$ cat config.mk
export PLATFORM = sky130hd
export DESIGN_NAME = nvc_controller
export DESIGN_NICKNAME = d
export VERILOG_FILES = /design/src/hdl/nvc_pkg.sv /design/src/hdl/nvc_arbiter.sv /design/src/hdl/nvc_controller.sv
export VERILOG_INCLUDE_DIRS = /design/src /design/src/hdl
export SDC_FILE = /design/constraint.sdc
export NUM_CORES = 1
export LEC_CHECK = 0
export BUFFER_PORTS_ARGS = -buffer_cell sky130_fd_sc_hd__buf_2
export CORE_MARGIN = 5
export CORE_UTILIZATION = 62
export CTS_BUF_LIST = sky130_fd_sc_hd__clkbuf_2
export DETAILED_ROUTE_END_ITERATION = 10
export MAX_ROUTING_LAYER = met4
export PLACE_DENSITY_LB_ADDON = 0.3
export SYNTH_ARGS = -nofsm -noshare
export SYNTH_HDL_FRONTEND = slang
export SYNTH_HIERARCHICAL = 1
export SYNTH_SLANG_ARGS = --single-unit
$ cat constraint.sdc
create_clock -name clock -period 66.7 [get_ports clock]
set_clock_uncertainty 0.1 [all_clocks]
set_input_delay 10.005 -clock clock [delete_from_list [all_inputs] [get_ports clock]]
set_output_delay 10.005 -clock clock [all_outputs]
set_load 0.05 [all_outputs]
$ cat src/hdl/nvc_map.svh
`ifndef NVC_MAP_SVH
`define NVC_MAP_SVH

// ----------------------------------------------------------------------------
// Exception table positions
// ----------------------------------------------------------------------------
`define NVC_POS_SP        6'h00
`define NVC_POS_RESET     6'h01
`define NVC_POS_NMI       6'h02
`define NVC_POS_HARDFAULT 6'h03
`define NVC_POS_MEMFAULT  6'h04
`define NVC_POS_BUSFAULT  6'h05
`define NVC_POS_USAGE     6'h06
`define NVC_POS_SVC       6'h0B
`define NVC_POS_DBGMON    6'h0C
`define NVC_POS_PENDABLE_SERVICE_EXCEPTION    6'h0E
`define NVC_POS_TICK      6'h0F
`define NVC_POS_IRQ0      6'h10
`define NVC_NUM_POS       33
`define NVC_NUM_IRQ       17

// ----------------------------------------------------------------------------
// Effective priority codes, lower is more urgent
// ----------------------------------------------------------------------------
`define NVC_EPRIO_RESET   6'h00
`define NVC_EPRIO_NMI     6'h01
`define NVC_EPRIO_HARD    6'h02
`define NVC_EPRIO_SWBASE  6'h08
`define NVC_EPRIO_THREAD  6'h3F

// ----------------------------------------------------------------------------
// Peripheral bit layout and reset values
// ----------------------------------------------------------------------------
`define NVC_IRQ_RSVD      17'h02843
`define NVC_IRQ_RESET     17'h00000
`define NVC_POS_RESETVAL  33'h000000000

`endif

$ cat src/hdl/nvc_pkg.sv
package nvc_pkg;
  typedef logic [16:0] nvc_irq_t;
  typedef logic [5:0]  nvc_pos_t;
  typedef logic [5:0]  nvc_eprio_t;

  // Software write strobes; a one bit acts, a zero bit does nothing.
  typedef struct packed {
    nvc_irq_t enSet;
    nvc_irq_t enClr;
    nvc_irq_t pendSet;
    nvc_irq_t pendClr;
    logic     pendSvSet;
    logic     pendSvClr;
  } nvc_sw_wr_s;

  // Core and system event pulses.
  typedef struct packed {
    logic nmiReq;
    logic memFault;
    logic busPrecise;
    logic busImprecise;
    logic usageFault;
    logic svcExec;
    logic debugMon;
    logic tickExpire;
  } nvc_sys_evt_s;

  // Handler enables for configurable classes.
  typedef struct packed {
    logic memFaultEn;
    logic busFaultEn;
    logic usageFaultEn;
    logic debugMonEn;
  } nvc_cfg_s;

  typedef enum logic [3:0] {
    ST_LOAD_SP    = 4'h1,
    ST_LOAD_RESET = 4'h2,
    ST_RESET_ACT  = 4'h4,
    ST_RUN        = 4'h8
  } nvc_boot_e;
endpackage

$ cat src/hdl/nvc_arbiter.sv
`timescale 1ns/10ps
module nvc_arbiter #(
  parameter int N = 33,
  parameter int W = 6,
  parameter int IW = 6
) (
  input  wire logic [N-1:0]        req,     // Candidate positions.
  input  wire logic [N-1:0][W-1:0] prio,    // Effective priority per position.
  output logic                     found,   // Some candidate is present.
  output logic [IW-1:0]            winIdx,  // Winning table position.
  output logic [W-1:0]             winPrio  // Priority of the winner.
);
  import nvc_pkg::*;

  initial begin
    if (N > (1 << IW)) begin
      $error("nvc_arbiter: index width too small");
    end
  end

  // ---------------------------------------------------------------------------
  // Selection
  // ---------------------------------------------------------------------------
  // Scan from low positions upward; only a strictly better priority displaces
  // the held winner, so ties go to the lower position.
  always_comb begin
    found   = 1'b0;
    winIdx  = '0;
    winPrio = '1;
    for (int i = 0; i < N; i++) begin
      if (req[i] && (!found || (prio[i] < winPrio))) begin
        found   = 1'b1;
        winIdx  = IW'(i);
        winPrio = prio[i];
      end
    end
  end
endmodule

$ cat src/hdl/nvc_controller.sv
`timescale 1ns/10ps
`include "nvc_map.svh"

// Contract
// - After reset the stack pointer entry zero is fetched before the reset vector.
// - Reset is position 1, asynchronous, dropping to thread level at first instruction.
// - The non-maskable exception, position 2, is preempted only by reset.
// - Faults unable to activate by priority or disabled handler raise hard fault; an imprecise bus fault escalates only when its handler is disabled.
// - Memory protection mismatch raises the memory fault at position 4.
// - Address faults raise bus fault at position 5, precise or imprecise.
// - Undefined instruction or illegal state raises usage fault at position 6.
// - Supervisor call instruction raises the service exception at position 11.
// - Debug monitor, position 12, only when enabled and of higher priority.
// - Pendable service exception, position 14, is pended only by software.
// - System tick expiry raises the tick exception at position 15.
// - Peripheral interrupts fill positions 18 to 32; 22, 27 and 29 are reserved.
// - Reset, non-maskable, hard fault hold fixed top priorities in that order.
// - Other exceptions use a 5-bit software priority, lower value more urgent.
// - Equal software priority is served by lower table position first.
// - Zero bits written to set, clear or active registers do nothing.
// - Enable-set one enables an interrupt; enable-clear one disables it.
// - Pend-set one sets the pending latch; pend-clear one clears it.
// - Active indication is read-only and reflects currently active interrupts.
// - Enable masks the pending latch output; disabled pended interrupts are not taken.
// - A pended interrupt stays pending and is taken once enabled later.
// - Peripheral request lines are level sensitive and held until removed.
module nvc_controller #(
  parameter int NUM_IRQ = 17,
  parameter int PRIO_W  = 5
) (
  input  wire logic                              clock,      // System clock, 40 MHz.
  input  wire logic                              reset_n,    // Asynchronous reset, low.
  input  wire logic [NUM_IRQ-1:0]                periphIrq,  // Peripheral level lines.
  input  wire nvc_pkg::nvc_sw_wr_s               swWr,       // Software set/clear strobes.
  input  wire nvc_pkg::nvc_sys_evt_s             sysEvt,     // System event pulses.
  input  wire nvc_pkg::nvc_cfg_s                 cfg,        // Handler enables.
  input  wire logic [`NVC_NUM_POS-1:0][PRIO_W-1:0] swPrio,   // Software priorities.
  input  wire logic                              bootAck,    // Core took a vector fetch.
  input  wire logic                              firstInstr, // Reset handler started.
  input  wire logic                              excAck,     // Core takes excNum.
  input  wire logic                              excReturn,  // Core leaves a handler.
  output logic                                   vecFetch,   // Boot vector fetch request.
  output nvc_pkg::nvc_pos_t                      vecIdx,     // Boot vector entry.
  output logic                                   excReq,     // Exception request.
  output nvc_pkg::nvc_pos_t                      excNum,     // Requested position.
  output nvc_pkg::nvc_eprio_t                    curPrio,    // Running priority.
  output nvc_pkg::nvc_irq_t                      irqEnable,  // Enable mask view.
  output nvc_pkg::nvc_irq_t                      irqPending, // Pending latch view.
  output nvc_pkg::nvc_irq_t                      irqActive   // Active indication.
);
  import nvc_pkg::*;

  initial begin
    if (NUM_IRQ != `NVC_NUM_IRQ || PRIO_W != 5) begin
      $error("nvc_controller: unsupported NUM_IRQ or PRIO_W");
    end
  end

  // ---------------------------------------------------------------------------
  // Priority helpers
  // ---------------------------------------------------------------------------
  // Fixed codes for the top three, software value offset for the rest.
  function automatic nvc_eprio_t effPrio(input int pos, input logic [PRIO_W-1:0] p);
    case (pos)
      `NVC_POS_RESET:     effPrio = `NVC_EPRIO_RESET;
      `NVC_POS_NMI:       effPrio = `NVC_EPRIO_NMI;
      `NVC_POS_HARDFAULT: effPrio = `NVC_EPRIO_HARD;
      default: effPrio = `NVC_EPRIO_SWBASE + nvc_eprio_t'(p);
    endcase
  endfunction

  localparam nvc_irq_t VALID = ~`NVC_IRQ_RSVD;

  // ---------------------------------------------------------------------------
  // State
  // ---------------------------------------------------------------------------
  nvc_boot_e                         state_q;
  nvc_irq_t                          enable_q;
  logic [`NVC_NUM_POS-1:0]           pend_q;
  logic [`NVC_NUM_POS-1:0]           active_q;
  logic [`NVC_NUM_POS-1:0]           pendSet;
  logic [`NVC_NUM_POS-1:0]           pendClr;
  logic [`NVC_NUM_POS-1:0]           gate;
  logic [`NVC_NUM_POS-1:0][5:0]      ePrio;
  logic                              pFound;
  logic                              aFound;
  nvc_pos_t                          pIdx;
  nvc_pos_t                          aIdx;
  nvc_eprio_t                        pPrio;
  nvc_eprio_t                        aPrio;
  nvc_eprio_t                        runPrio;
  logic                              excReq_q;
  nvc_pos_t                          excNum_q;
  nvc_pos_t                          vecIdx_q;
  nvc_eprio_t                        curPrio_q;
  logic                              memHard;
  logic                              busHard;
  logic                              usageHard;
  logic                              dbgTake;

  always_comb begin
    for (int i = 0; i < `NVC_NUM_POS; i++) begin
      ePrio[i] = effPrio(i, swPrio[i]);
    end
  end

  // ---------------------------------------------------------------------------
  // Boot sequence
  // ---------------------------------------------------------------------------
  // Entry zero, then entry one, then hold reset level until the handler runs.
  always_ff @(posedge clock or negedge reset_n) begin
    if (!reset_n) begin
      state_q  <= ST_LOAD_SP;
      vecIdx_q <= `NVC_POS_SP;
    end else begin
      case (state_q)
        ST_LOAD_SP: begin
          if (bootAck) begin
            state_q  <= ST_LOAD_RESET;
            vecIdx_q <= `NVC_POS_RESET;
          end
        end
        ST_LOAD_RESET: begin
          if (bootAck) begin
            state_q <= ST_RESET_ACT;
          end
        end
        ST_RESET_ACT: begin
          if (firstInstr) begin
            state_q <= ST_RUN;
          end
        end
        ST_RUN: begin
          state_q <= ST_RUN;
        end
        default: begin
          state_q <= ST_LOAD_SP;
        end
      endcase
    end
  end

  assign vecFetch = (state_q == ST_LOAD_SP) || (state_q == ST_LOAD_RESET);
  assign vecIdx   = vecIdx_q;

  // ---------------------------------------------------------------------------
  // Running priority
  // ---------------------------------------------------------------------------
  // Until the reset handler starts, reset level blocks every other exception.
  always_comb begin
    if (state_q != ST_RUN) begin
      runPrio = `NVC_EPRIO_RESET;
    end else if (aFound) begin
      runPrio = aPrio;
    end else begin
      runPrio = `NVC_EPRIO_THREAD;
    end
  end

  // ---------------------------------------------------------------------------
  // Fault escalation
  // ---------------------------------------------------------------------------
  // A synchronous fault that cannot preempt now, or whose handler is off,
  // becomes a hard fault.
  assign memHard   = sysEvt.memFault &&
                     (!cfg.memFaultEn || ePrio[`NVC_POS_MEMFAULT] >= runPrio);
  assign busHard   = (sysEvt.busPrecise &&
                      (!cfg.busFaultEn || ePrio[`NVC_POS_BUSFAULT] >= runPrio)) ||
                     (sysEvt.busImprecise && !cfg.busFaultEn);
  assign usageHard = sysEvt.usageFault &&
                     (!cfg.usageFaultEn || ePrio[`NVC_POS_USAGE] >= runPrio);
  assign dbgTake   = sysEvt.debugMon && cfg.debugMonEn &&
                     (ePrio[`NVC_POS_DBGMON] < runPrio);

  // ---------------------------------------------------------------------------
  // Pending sources
  // ---------------------------------------------------------------------------
  always_comb begin
    pendSet = '0;
    pendSet[`NVC_POS_NMI]       = sysEvt.nmiReq;
    pendSet[`NVC_POS_HARDFAULT] = memHard || busHard || usageHard;
    pendSet[`NVC_POS_MEMFAULT]  = sysEvt.memFault && !memHard;
    pendSet[`NVC_POS_BUSFAULT]  = (sysEvt.busPrecise || sysEvt.busImprecise) &&
                                  !busHard;
    pendSet[`NVC_POS_USAGE]     = sysEvt.usageFault && !usageHard;
    pendSet[`NVC_POS_SVC]       = sysEvt.svcExec;
    pendSet[`NVC_POS_DBGMON]    = dbgTake;
    pendSet[`NVC_POS_PENDABLE_SERVICE_EXCEPTION]    = swWr.pendSvSet;
    pendSet[`NVC_POS_TICK]      = sysEvt.tickExpire;
    pendSet[`NVC_NUM_POS-1:`NVC_POS_IRQ0] =
      (periphIrq | swWr.pendSet) & VALID;
  end

  // Software clear strobes laid out by table position.
  always_comb begin
    pendClr = '0;
    pendClr[`NVC_POS_PENDABLE_SERVICE_EXCEPTION] = swWr.pendSvClr;
    pendClr[`NVC_NUM_POS-1:`NVC_POS_IRQ0] = swWr.pendClr;
  end

  // ---------------------------------------------------------------------------
  // Pending latches
  // ---------------------------------------------------------------------------
  // Cleared by the take or by software; a set in the same cycle wins.
  always_ff @(posedge clock or negedge reset_n) begin
    if (!reset_n) begin
      pend_q <= `NVC_POS_RESETVAL;
    end else begin
      for (int i = 0; i < `NVC_NUM_POS; i++) begin
        if (pendSet[i]) begin
          pend_q[i] <= 1'b1;
        end else if (excAck && excReq_q && excNum_q == nvc_pos_t'(i)) begin
          pend_q[i] <= 1'b0;
        end else if (pendClr[i]) begin
          pend_q[i] <= 1'b0;
        end
      end
    end
  end

  // ---------------------------------------------------------------------------
  // Enable mask
  // ---------------------------------------------------------------------------
  // Only one bits act; clear takes precedence over set on the same bit.
  always_ff @(posedge clock or negedge reset_n) begin
    if (!reset_n) begin
      enable_q <= `NVC_IRQ_RESET;
    end else begin
      enable_q <= ((enable_q | swWr.enSet) & ~swWr.enClr) & VALID;
    end
  end

  // The mask gates the latch output; of the system classes only the debug monitor is gated, by its own enable; entries zero and one never pass.
  always_comb begin
    gate = '1;
    gate[`NVC_POS_SP]     = 1'b0;
    gate[`NVC_POS_RESET]  = 1'b0;
    gate[`NVC_POS_DBGMON] = cfg.debugMonEn;
    gate[`NVC_NUM_POS-1:`NVC_POS_IRQ0] = enable_q;
  end

  // ---------------------------------------------------------------------------
  // Arbitration
  // ---------------------------------------------------------------------------
  nvc_arbiter #(.N(`NVC_NUM_POS), .W(6), .IW(6)) u_pend_arb (
    .req     (pend_q & gate),
    .prio    (ePrio),
    .found   (pFound),
    .winIdx  (pIdx),
    .winPrio (pPrio)
  );

  nvc_arbiter #(.N(`NVC_NUM_POS), .W(6), .IW(6)) u_act_arb (
    .req     (active_q),
    .prio    (ePrio),
    .found   (aFound),
    .winIdx  (aIdx),
    .winPrio (aPrio)
  );

  // Request only what strictly outranks the running level.
  always_ff @(posedge clock or negedge reset_n) begin
    if (!reset_n) begin
      excReq_q  <= 1'b0;
      excNum_q  <= `NVC_POS_SP;
      curPrio_q <= `NVC_EPRIO_RESET;
    end else begin
      excReq_q  <= pFound && (pPrio < runPrio) && !(excAck && excReq_q);
      excNum_q  <= pIdx;
      curPrio_q <= runPrio;
    end
  end

  assign excReq  = excReq_q;
  assign excNum  = excNum_q;
  assign curPrio = curPrio_q;

  // ---------------------------------------------------------------------------
  // Active tracking
  // ---------------------------------------------------------------------------
  // A return retires the innermost handler, which holds the best priority.
  always_ff @(posedge clock or negedge reset_n) begin
    if (!reset_n) begin
      active_q <= `NVC_POS_RESETVAL;
    end else begin
      for (int i = 0; i < `NVC_NUM_POS; i++) begin
        if (excAck && excReq_q && excNum_q == nvc_pos_t'(i)) begin
          active_q[i] <= 1'b1;
        end else if (excReturn && aFound && aIdx == nvc_pos_t'(i)) begin
          active_q[i] <= 1'b0;
        end
      end
    end
  end

  // ---------------------------------------------------------------------------
  // Register views
  // ---------------------------------------------------------------------------
  assign irqEnable  = enable_q;
  assign irqPending = pend_q[`NVC_NUM_POS-1:`NVC_POS_IRQ0] & VALID;
  assign irqActive  = active_q[`NVC_NUM_POS-1:`NVC_POS_IRQ0] & VALID;

  // ---------------------------------------------------------------------------
  // Checks
  // ---------------------------------------------------------------------------
  property p_boot_order;
    @(posedge clock) disable iff (!reset_n)
    (state_q == ST_LOAD_SP && bootAck) |=> (vecFetch && vecIdx == `NVC_POS_RESET);
  endproperty
  a_boot_order: assert property (p_boot_order) else $error("stack entry not first");

  property p_no_req_in_reset;
    @(posedge clock) disable iff (!reset_n)
    (state_q != ST_RUN) |=> !excReq_q;
  endproperty
  a_no_req_in_reset: assert property (p_no_req_in_reset) else $error("request during reset");

  property p_nmi_blocks;
    @(posedge clock) disable iff (!reset_n)
    (active_q[`NVC_POS_NMI] && aIdx == `NVC_POS_NMI) |=> !excReq_q;
  endproperty
  a_nmi_blocks: assert property (p_nmi_blocks) else $error("nmi was preempted");

  property p_escalate;
    @(posedge clock) disable iff (!reset_n)
    (sysEvt.usageFault && !cfg.usageFaultEn) |=> pend_q[`NVC_POS_HARDFAULT];
  endproperty
  a_escalate: assert property (p_escalate) else $error("no hard fault escalation");

  property p_enable_set;
    @(posedge clock) disable iff (!reset_n)
    (|(swWr.enSet & ~swWr.enClr & VALID)) |=>
      ((irqEnable & $past(swWr.enSet & ~swWr.enClr & VALID)) ==
       $past(swWr.enSet & ~swWr.enClr & VALID));
  endproperty
  a_enable_set: assert property (p_enable_set) else $error("enable set lost");

  property p_enable_clr;
    @(posedge clock) disable iff (!reset_n)
    (|swWr.enClr) |=> ((irqEnable & $past(swWr.enClr)) == '0);
  endproperty
  a_enable_clr: assert property (p_enable_clr) else $error("enable clear lost");

  property p_pend_set;
    @(posedge clock) disable iff (!reset_n)
    (|(swWr.pendSet & VALID)) |=>
      ((irqPending & $past(swWr.pendSet & VALID)) == $past(swWr.pendSet & VALID));
  endproperty
  a_pend_set: assert property (p_pend_set) else $error("pend set lost");

  property p_masked;
    @(posedge clock) disable iff (!reset_n)
    (excReq_q && excNum_q >= `NVC_POS_IRQ0) |->
      |($past(enable_q) & (17'h00001 << (excNum_q - `NVC_POS_IRQ0)));
  endproperty
  a_masked: assert property (p_masked) else $error("disabled irq requested");

  property p_reserved_zero;
    @(posedge clock) disable iff (!reset_n)
    ((irqPending | irqActive | irqEnable) & `NVC_IRQ_RSVD) == '0;
  endproperty
  a_reserved_zero: assert property (p_reserved_zero) else $error("reserved bit set");
endmodule

; Word level (Yosys, flattened, before mapping)
; Index checks and enable logic that the tools add are counted.
; W data, S select, Z words.
[op_classes]
muxes = 333
n_addsub = 30
reduce_logical = 349
eq_ne = 72
n_bitwise = 5
order_cmp = 69
[op_table]
columns = operator, n
row1 = $mux W6, 70
row2 = $lt A6 B6 Y1, 60
row3 = $mux W1, 199
row4 = $eq A6 B5 Y1 const B, 32
row5 = $add A4 B5 Y6 const A, 30
row6 = $mux W5, 32
row7 = $logic_and A1 B1 Y1, 143
row8 = $eq A6 B4 Y1 const B, 16
row9 = $reduce_bool A2 Y1, 46
row10 = $mux W4, 19
row11 = $logic_or A1 B1 Y1, 72
row12 = $logic_not A1 Y1, 71
row13 = $eq A6 B3 Y1 const B, 8
row14 = $reduce_bool A3 Y1, 13
row15 = $or A17 B17 Y17, 2
row16 = $and A33 B33 Y33, 1
row17 = $eq A6 B2 Y1 const B, 4
row18 = $lt A1 B6 Y1 const A, 4
row19 = $mux W3, 8
row20 = $ge A6 B6 Y1, 3
row21 = $and A17 B17 Y17, 1
row22 = $not A17 Y17, 1
row23 = $pmux W4 S4, 1
row24 = $eq A6 B1 Y1 const B, 2
row25 = 12 further kinds, 20
[word_totals]
in_bits = 270
regBits = 89
output_inout_bits = 71
word_cells = 923

; Longest topological paths before layout
[logic_depth]
ltp_word = 139
mapped_depth = 332

; By module
; The synthesis kept the hierarchy.
[modules_own_cells]
columns = module, area_per_inst_um2, instances, cells_per_inst
row1 = nvc_arbiter (u_pend_arb), 10348.7, 1, 1563
row2 = nvc_arbiter (u_act_arb), 9944.5, 1, 1436
row3 = nvc_controller, 4850.9, 1, 508

; Worst setup path after synthesis
; No wires, ideal clock.
[synth_path]
path_type = input to register
startpoint = input port swPrio[3] (netlist bit)
endpoint = register pend_q[3]
path_stages = 298
arrival_ns = 61.743
setup_time_ns = 0.131
n_path_buf = 21
slack_ns = 4.726
t_required_ns = 66.469
cell_sequence = ha_1 nor2b_1 ha_1 a31o_1 buf_6 and2_1 clkbuf_1 a21oi_1 inv_1 ha_1 o21a_1 o2111a_2 o21ba_2 buf_6 mux2_2 inv_1 ha_1 o21ai_0 [262 not listed] mux2i_1 ha_1 a21oi_1 nor2b_1 o21ai_0 nand3b_1 a41oi_1 a211oi_1 o41ai_4 buf_4 mux2i_1 o21ai_0 ha_1 a21o_1 a31oi_1 o21ai_0 a221oi_1 nand3_1
[synth_between]
elab_chain_cells = 139
word_cells_on_any_way = 209
classes_between = add/sub (1) / order compare (35) / mux (68) / reduce/logical (105)
[synth_lines]
columns = item, line
row1 = "start, declared", nvc_controller.sv:37  ; input wire logic [`NVC_NUM_POS-1:0][PRIO_W-1:0] swPrio,
row2 = $add A4 B5 Y6 (no line) (*), n/a
row3 = $mux W6 (*), nvc_arbiter.sv:31  ; if (req[i] && (!found || (prio[i] < winPrio))) begin
row4 = $lt A1 B6 Y1, nvc_arbiter.sv:31
row5 = $logic_or A1 B1 Y1, nvc_arbiter.sv:31
row6 = $logic_and A1 B1 Y1, nvc_arbiter.sv:31
row7 = $mux W6 / $mux W1 (equally long branches), nvc_arbiter.sv:31
row8 = $lt A1 B6 Y1 / $logic_not A1 Y1 (equally long branches), nvc_arbiter.sv:31
row9 = $logic_or A1 B1 Y1, nvc_arbiter.sv:31
row10 = [122 not listed], n/a
row11 = via aPrio[2], nvc_controller.sv:90  ; nvc_eprio_t aPrio;
row12 = [1 not listed], n/a
row13 = $mux W6 (*), nvc_controller.sv:151  ; if (state_q != ST_RUN) begin
row14 = $ge A6 B6 Y1, nvc_controller.sv:168  ; (!cfg.busFaultEn || ePrio[`NVC_POS_BUSFAULT] >= runPrio)) ||
row15 = $logic_or A1 B1 Y1, nvc_controller.sv:168
row16 = $logic_and A1 B1 Y1, nvc_controller.sv:167  ; assign busHard = (sysEvt.busPrecise &&
row17 = $logic_or A1 B1 Y1, nvc_controller.sv:167
row18 = $logic_or A1 B1 Y1, nvc_controller.sv:181  ; pendSet[`NVC_POS_HARDFAULT] = memHard || busHard || usageHard;
row19 = $logic_or A1 B1 Y1 (*), nvc_controller.sv:181
row20 = $mux W1 / $reduce_bool A2 Y1 (equally long branches), n/a
row21 = "end signal, assigned", nvc_controller.sv:207  ; pend_q <= `NVC_POS_RESETVAL;
row22 = "end, declared", nvc_controller.sv:79  ; logic [`NVC_NUM_POS-1:0] pend_q;
; Mark *: on every way through the listed nets, which the timed path passes. The rest lies on a longest branch.
; A chain may end at the register's enable or synchronous reset.

==> summary.md <==
| Metric | Value |
|---|---|
| Outcome | `finished clean` |
| Finished Core Util | `0.702` |
| Initial Utilization | `0.630` |
| Worst setup EP type | `register` |
| Part of the cycle the worst path needs | `0.956` |
| Post-synth top cells | `363 x nand2_1, 351 x nor2_1, 290 x inv_1` |
| Initial antenna violation count | `0` |
| WP data required | `67,170 ps` |
| Slowest CP cell | `or4_1` |
| Core ar. | `approximately 40,000 sq um` |
| DP HPWL | `around 65 mm` |
| Primary FF master, synth | `dfrtp_1` |
| Most frequent CP cell | `ha_1` |
| Drt wl/cell | `~18 microns` |
| Synth Cell Area | `25,100 sq um` |
| Synth top area share | `0.130` |
| Yosys top cell by area | `ha_1` |
| Post-synth ARST share | `1.00` |
| Vias in the first global route | `between 20,000 and 30,000` |
| Final WL | `~80 mm` |
| Die height | `between 200 and 250 microns` |
| Crit-path max cell delay | `560 ps` |
| Crit path time final | `~64,000 ps` |
| GRT Util Overall | `0.340` |
| Layout Nets | `roughly 4,500` |
| Via density | `6.39` |
| Hold depth | `1` |
| Critical Path Source Type | `primary input` |
| Avg Inst Size Synth | `roughly 7.2 sq um` |
| Antenna-violating nets left | `0` |
| DRT iter0 DRCs | `3,253` |
| Yosys cell types | `approximately 170` |
| Root Buffer | `clkbuf_2` |
| Num rows | `73` |
| Worst skew pair latency | `670 ps` |
| Count leader, synth | `nand2_1` |
| Share of cells above drive strength 1 | `0.167` |
| Final Max Tran Viols | `0` |
| Worst R2R Path Depth | `roughly 290` |
| GPL Wtd Cong | `slightly below 1` |
| Die width | `between 200 and 250 microns` |
| Worst Tran Pin Value | `between 1000 and 1500 ps` |
| Synth top area cells | `ha_1 13%, dfrtp_1 8.3%, o21ai_0 5.6%, nand2_1 5.4%, nor2_1 5.2%` |
| Fillers | `between 3,000 and 4,000` |
| DRC Markers | `0` |
| Crit Path Class | `in -> reg` |
| Rel. slew slack | `0.318` |
| # diodes | `0` |
| CTS tree | `yes` |
| Mapped Cells | `between 3,000 and 4,000` |
| Register clock-pin slew on the reported worst setup and hold paths | `around 260 ps` |
| Port bufs | `280` |
| Num CTS Buffers | `9` |
| I/O Pins | `341` |
| Pin count of the biggest net entering global routing | `73` |
| Flops & latches, synth | `84` |
| Largest delay share family, worst path | `compound AO/OA/AOI/OAI gates` |
| H-tree lvl count | `3` |
| Die ar. | `around 45,000 sq um` |
| Total negative slack | `0 ps` |
| Final setup viols | `0` |
| Clk buf depth | `2` |
| Hold-fix buffers at CTS | `0` |
| Sequential share of the synthesized area | `0.0836` |
| Grt ovf | `0` |
| Worst Hold Class | `reg -> reg` |
| First-pass iteration count of the detailed router | `9` |
| Crit Path Max Fanout | `13` |
| Layout area overhead | `11.5%` |
| Total number of vias | `approximately 29,000` |
| Number of enable flip-flop cells after synthesis | `0` |
| Hold Violations, Final | `0` |
| Ys Warns | `6` |
| First-pass GRT wire length | `around 130 mm` |
| Worst Path Buf+Inv | `23` |
| Fmax | `between 0.015 and 0.02 GHz` |
| Stages on the worst setup path | `roughly 290` |
| Max-cap violations | `0` |
| CTS sink cnt | `84` |
| Worst EP arrival | `about 64,000 ps` |
-- registers in the layout, indices dropped and copies added, names as in the netlist --
signal,flops
state_q,4
active_q,33
vecIdx,1
pend_q,21
excNum,6
curPrio,6
irqEnable,12
excReq,1
-- cell type report --
class / instances / area [sq um] / share of cell area
Sequential cell: 84 / 2100 / 0.0750
Inverter: 292 / 1100 / 0.0392
Timing Repair Buffer: 338 / 1840 / 0.0657
Multi-Input combinational cell: 3215 / 22200 / 0.793
Clock inverter: 5 / 52.6 / 0.00187
Tap cell: 525 / 657 / 0.0234
Clock buffer: 11 / 55.1 / 0.00196
-- final timing paths --
check / start / endpoint / slack (ps)
max: swPrio[3] / pend_q[3]$_DFFE_PN0P_ / 2940
min reg2reg: vecIdx[0]$_DFFE_PN0P_ / vecIdx[0]$_DFFE_PN0P_ / 430
min: vecIdx[0]$_DFFE_PN0P_ / vecIdx[0]$_DFFE_PN0P_ / 430
min in group asynchronous: reset_n / irqEnable[15]$_DFF_PN0_ / 9050
max in group asynchronous: reset_n / irqEnable[4]$_DFF_PN0_ / 56220
max reg2reg: active_q[0]$_DFFE_PN0P_ / pend_q[3]$_DFFE_PN0P_ / 11790
-- cells in the final DEF (no fill, tap or decap), types with 50 or more instances in the layout --
cell type / Yosys / routed
a21oi_1: 208 / 203
a31oi_1: 54 / 50
and2_1: 59 / 58
buf_2: 9 / 279
buf_4: 63 / 58
conb_1: 2 / 197
dfrtp_1: 83 / 83
ha_1: 262 / 262
inv_1: 290 / 290
mux2i_1: 109 / 98
nand2_1: 363 / 361
nand2b_1: 70 / 70
nand3_1: 77 / 76
nor2_1: 351 / 346
nor3_1: 62 / 59
o21ai_0: 281 / 269
-- what timing repair did --
item / 4_1_cts / 5_1_grt
buffers inserted: 0 / 35
gates resized for setup: 0 / 82
endpoints found under the setup margin: 0 / 45
-- cell families after synthesis --
| family | after synthesis | synth area share |
|---|---|---|
| flops | 84 | 0.0836 |
| compound gates | 1195 | 0.347 |
| xor+xnor | 51 | 0.0178 |
| other cells | 2 | 0.000299 |
| buf+inv | 404 | 0.0755 |
| simple gates | 1327 | 0.268 |
| fa+ha+maj | 271 | 0.134 |
| mux | 173 | 0.0740 |
-- routing by layer --
metal,vias up,global-route usage,part of all wire
li1,13800,-,-
met1,13300,0.456,0.43
met2,1319,0.535,0.45
met3,163,0.0468,0.089
met4,0,0.102,0.030
met5,-,-,0
-- per-stage QoR --
stage	std cells	worst slack, ps	area [sq um]	hold slack [ps]
floorplan	3702	4730	25900	363
global placement	4418	965	27300	365
detailed placement	4418	-19.2	27300	369
CTS	4434	468	27400	425
global route	4470	-351	28000	431
finish	4470	2940	28000	427
Power is not shown: default switching activity piles up to over one toggle a cycle in this logic, so the estimate is an artifact.
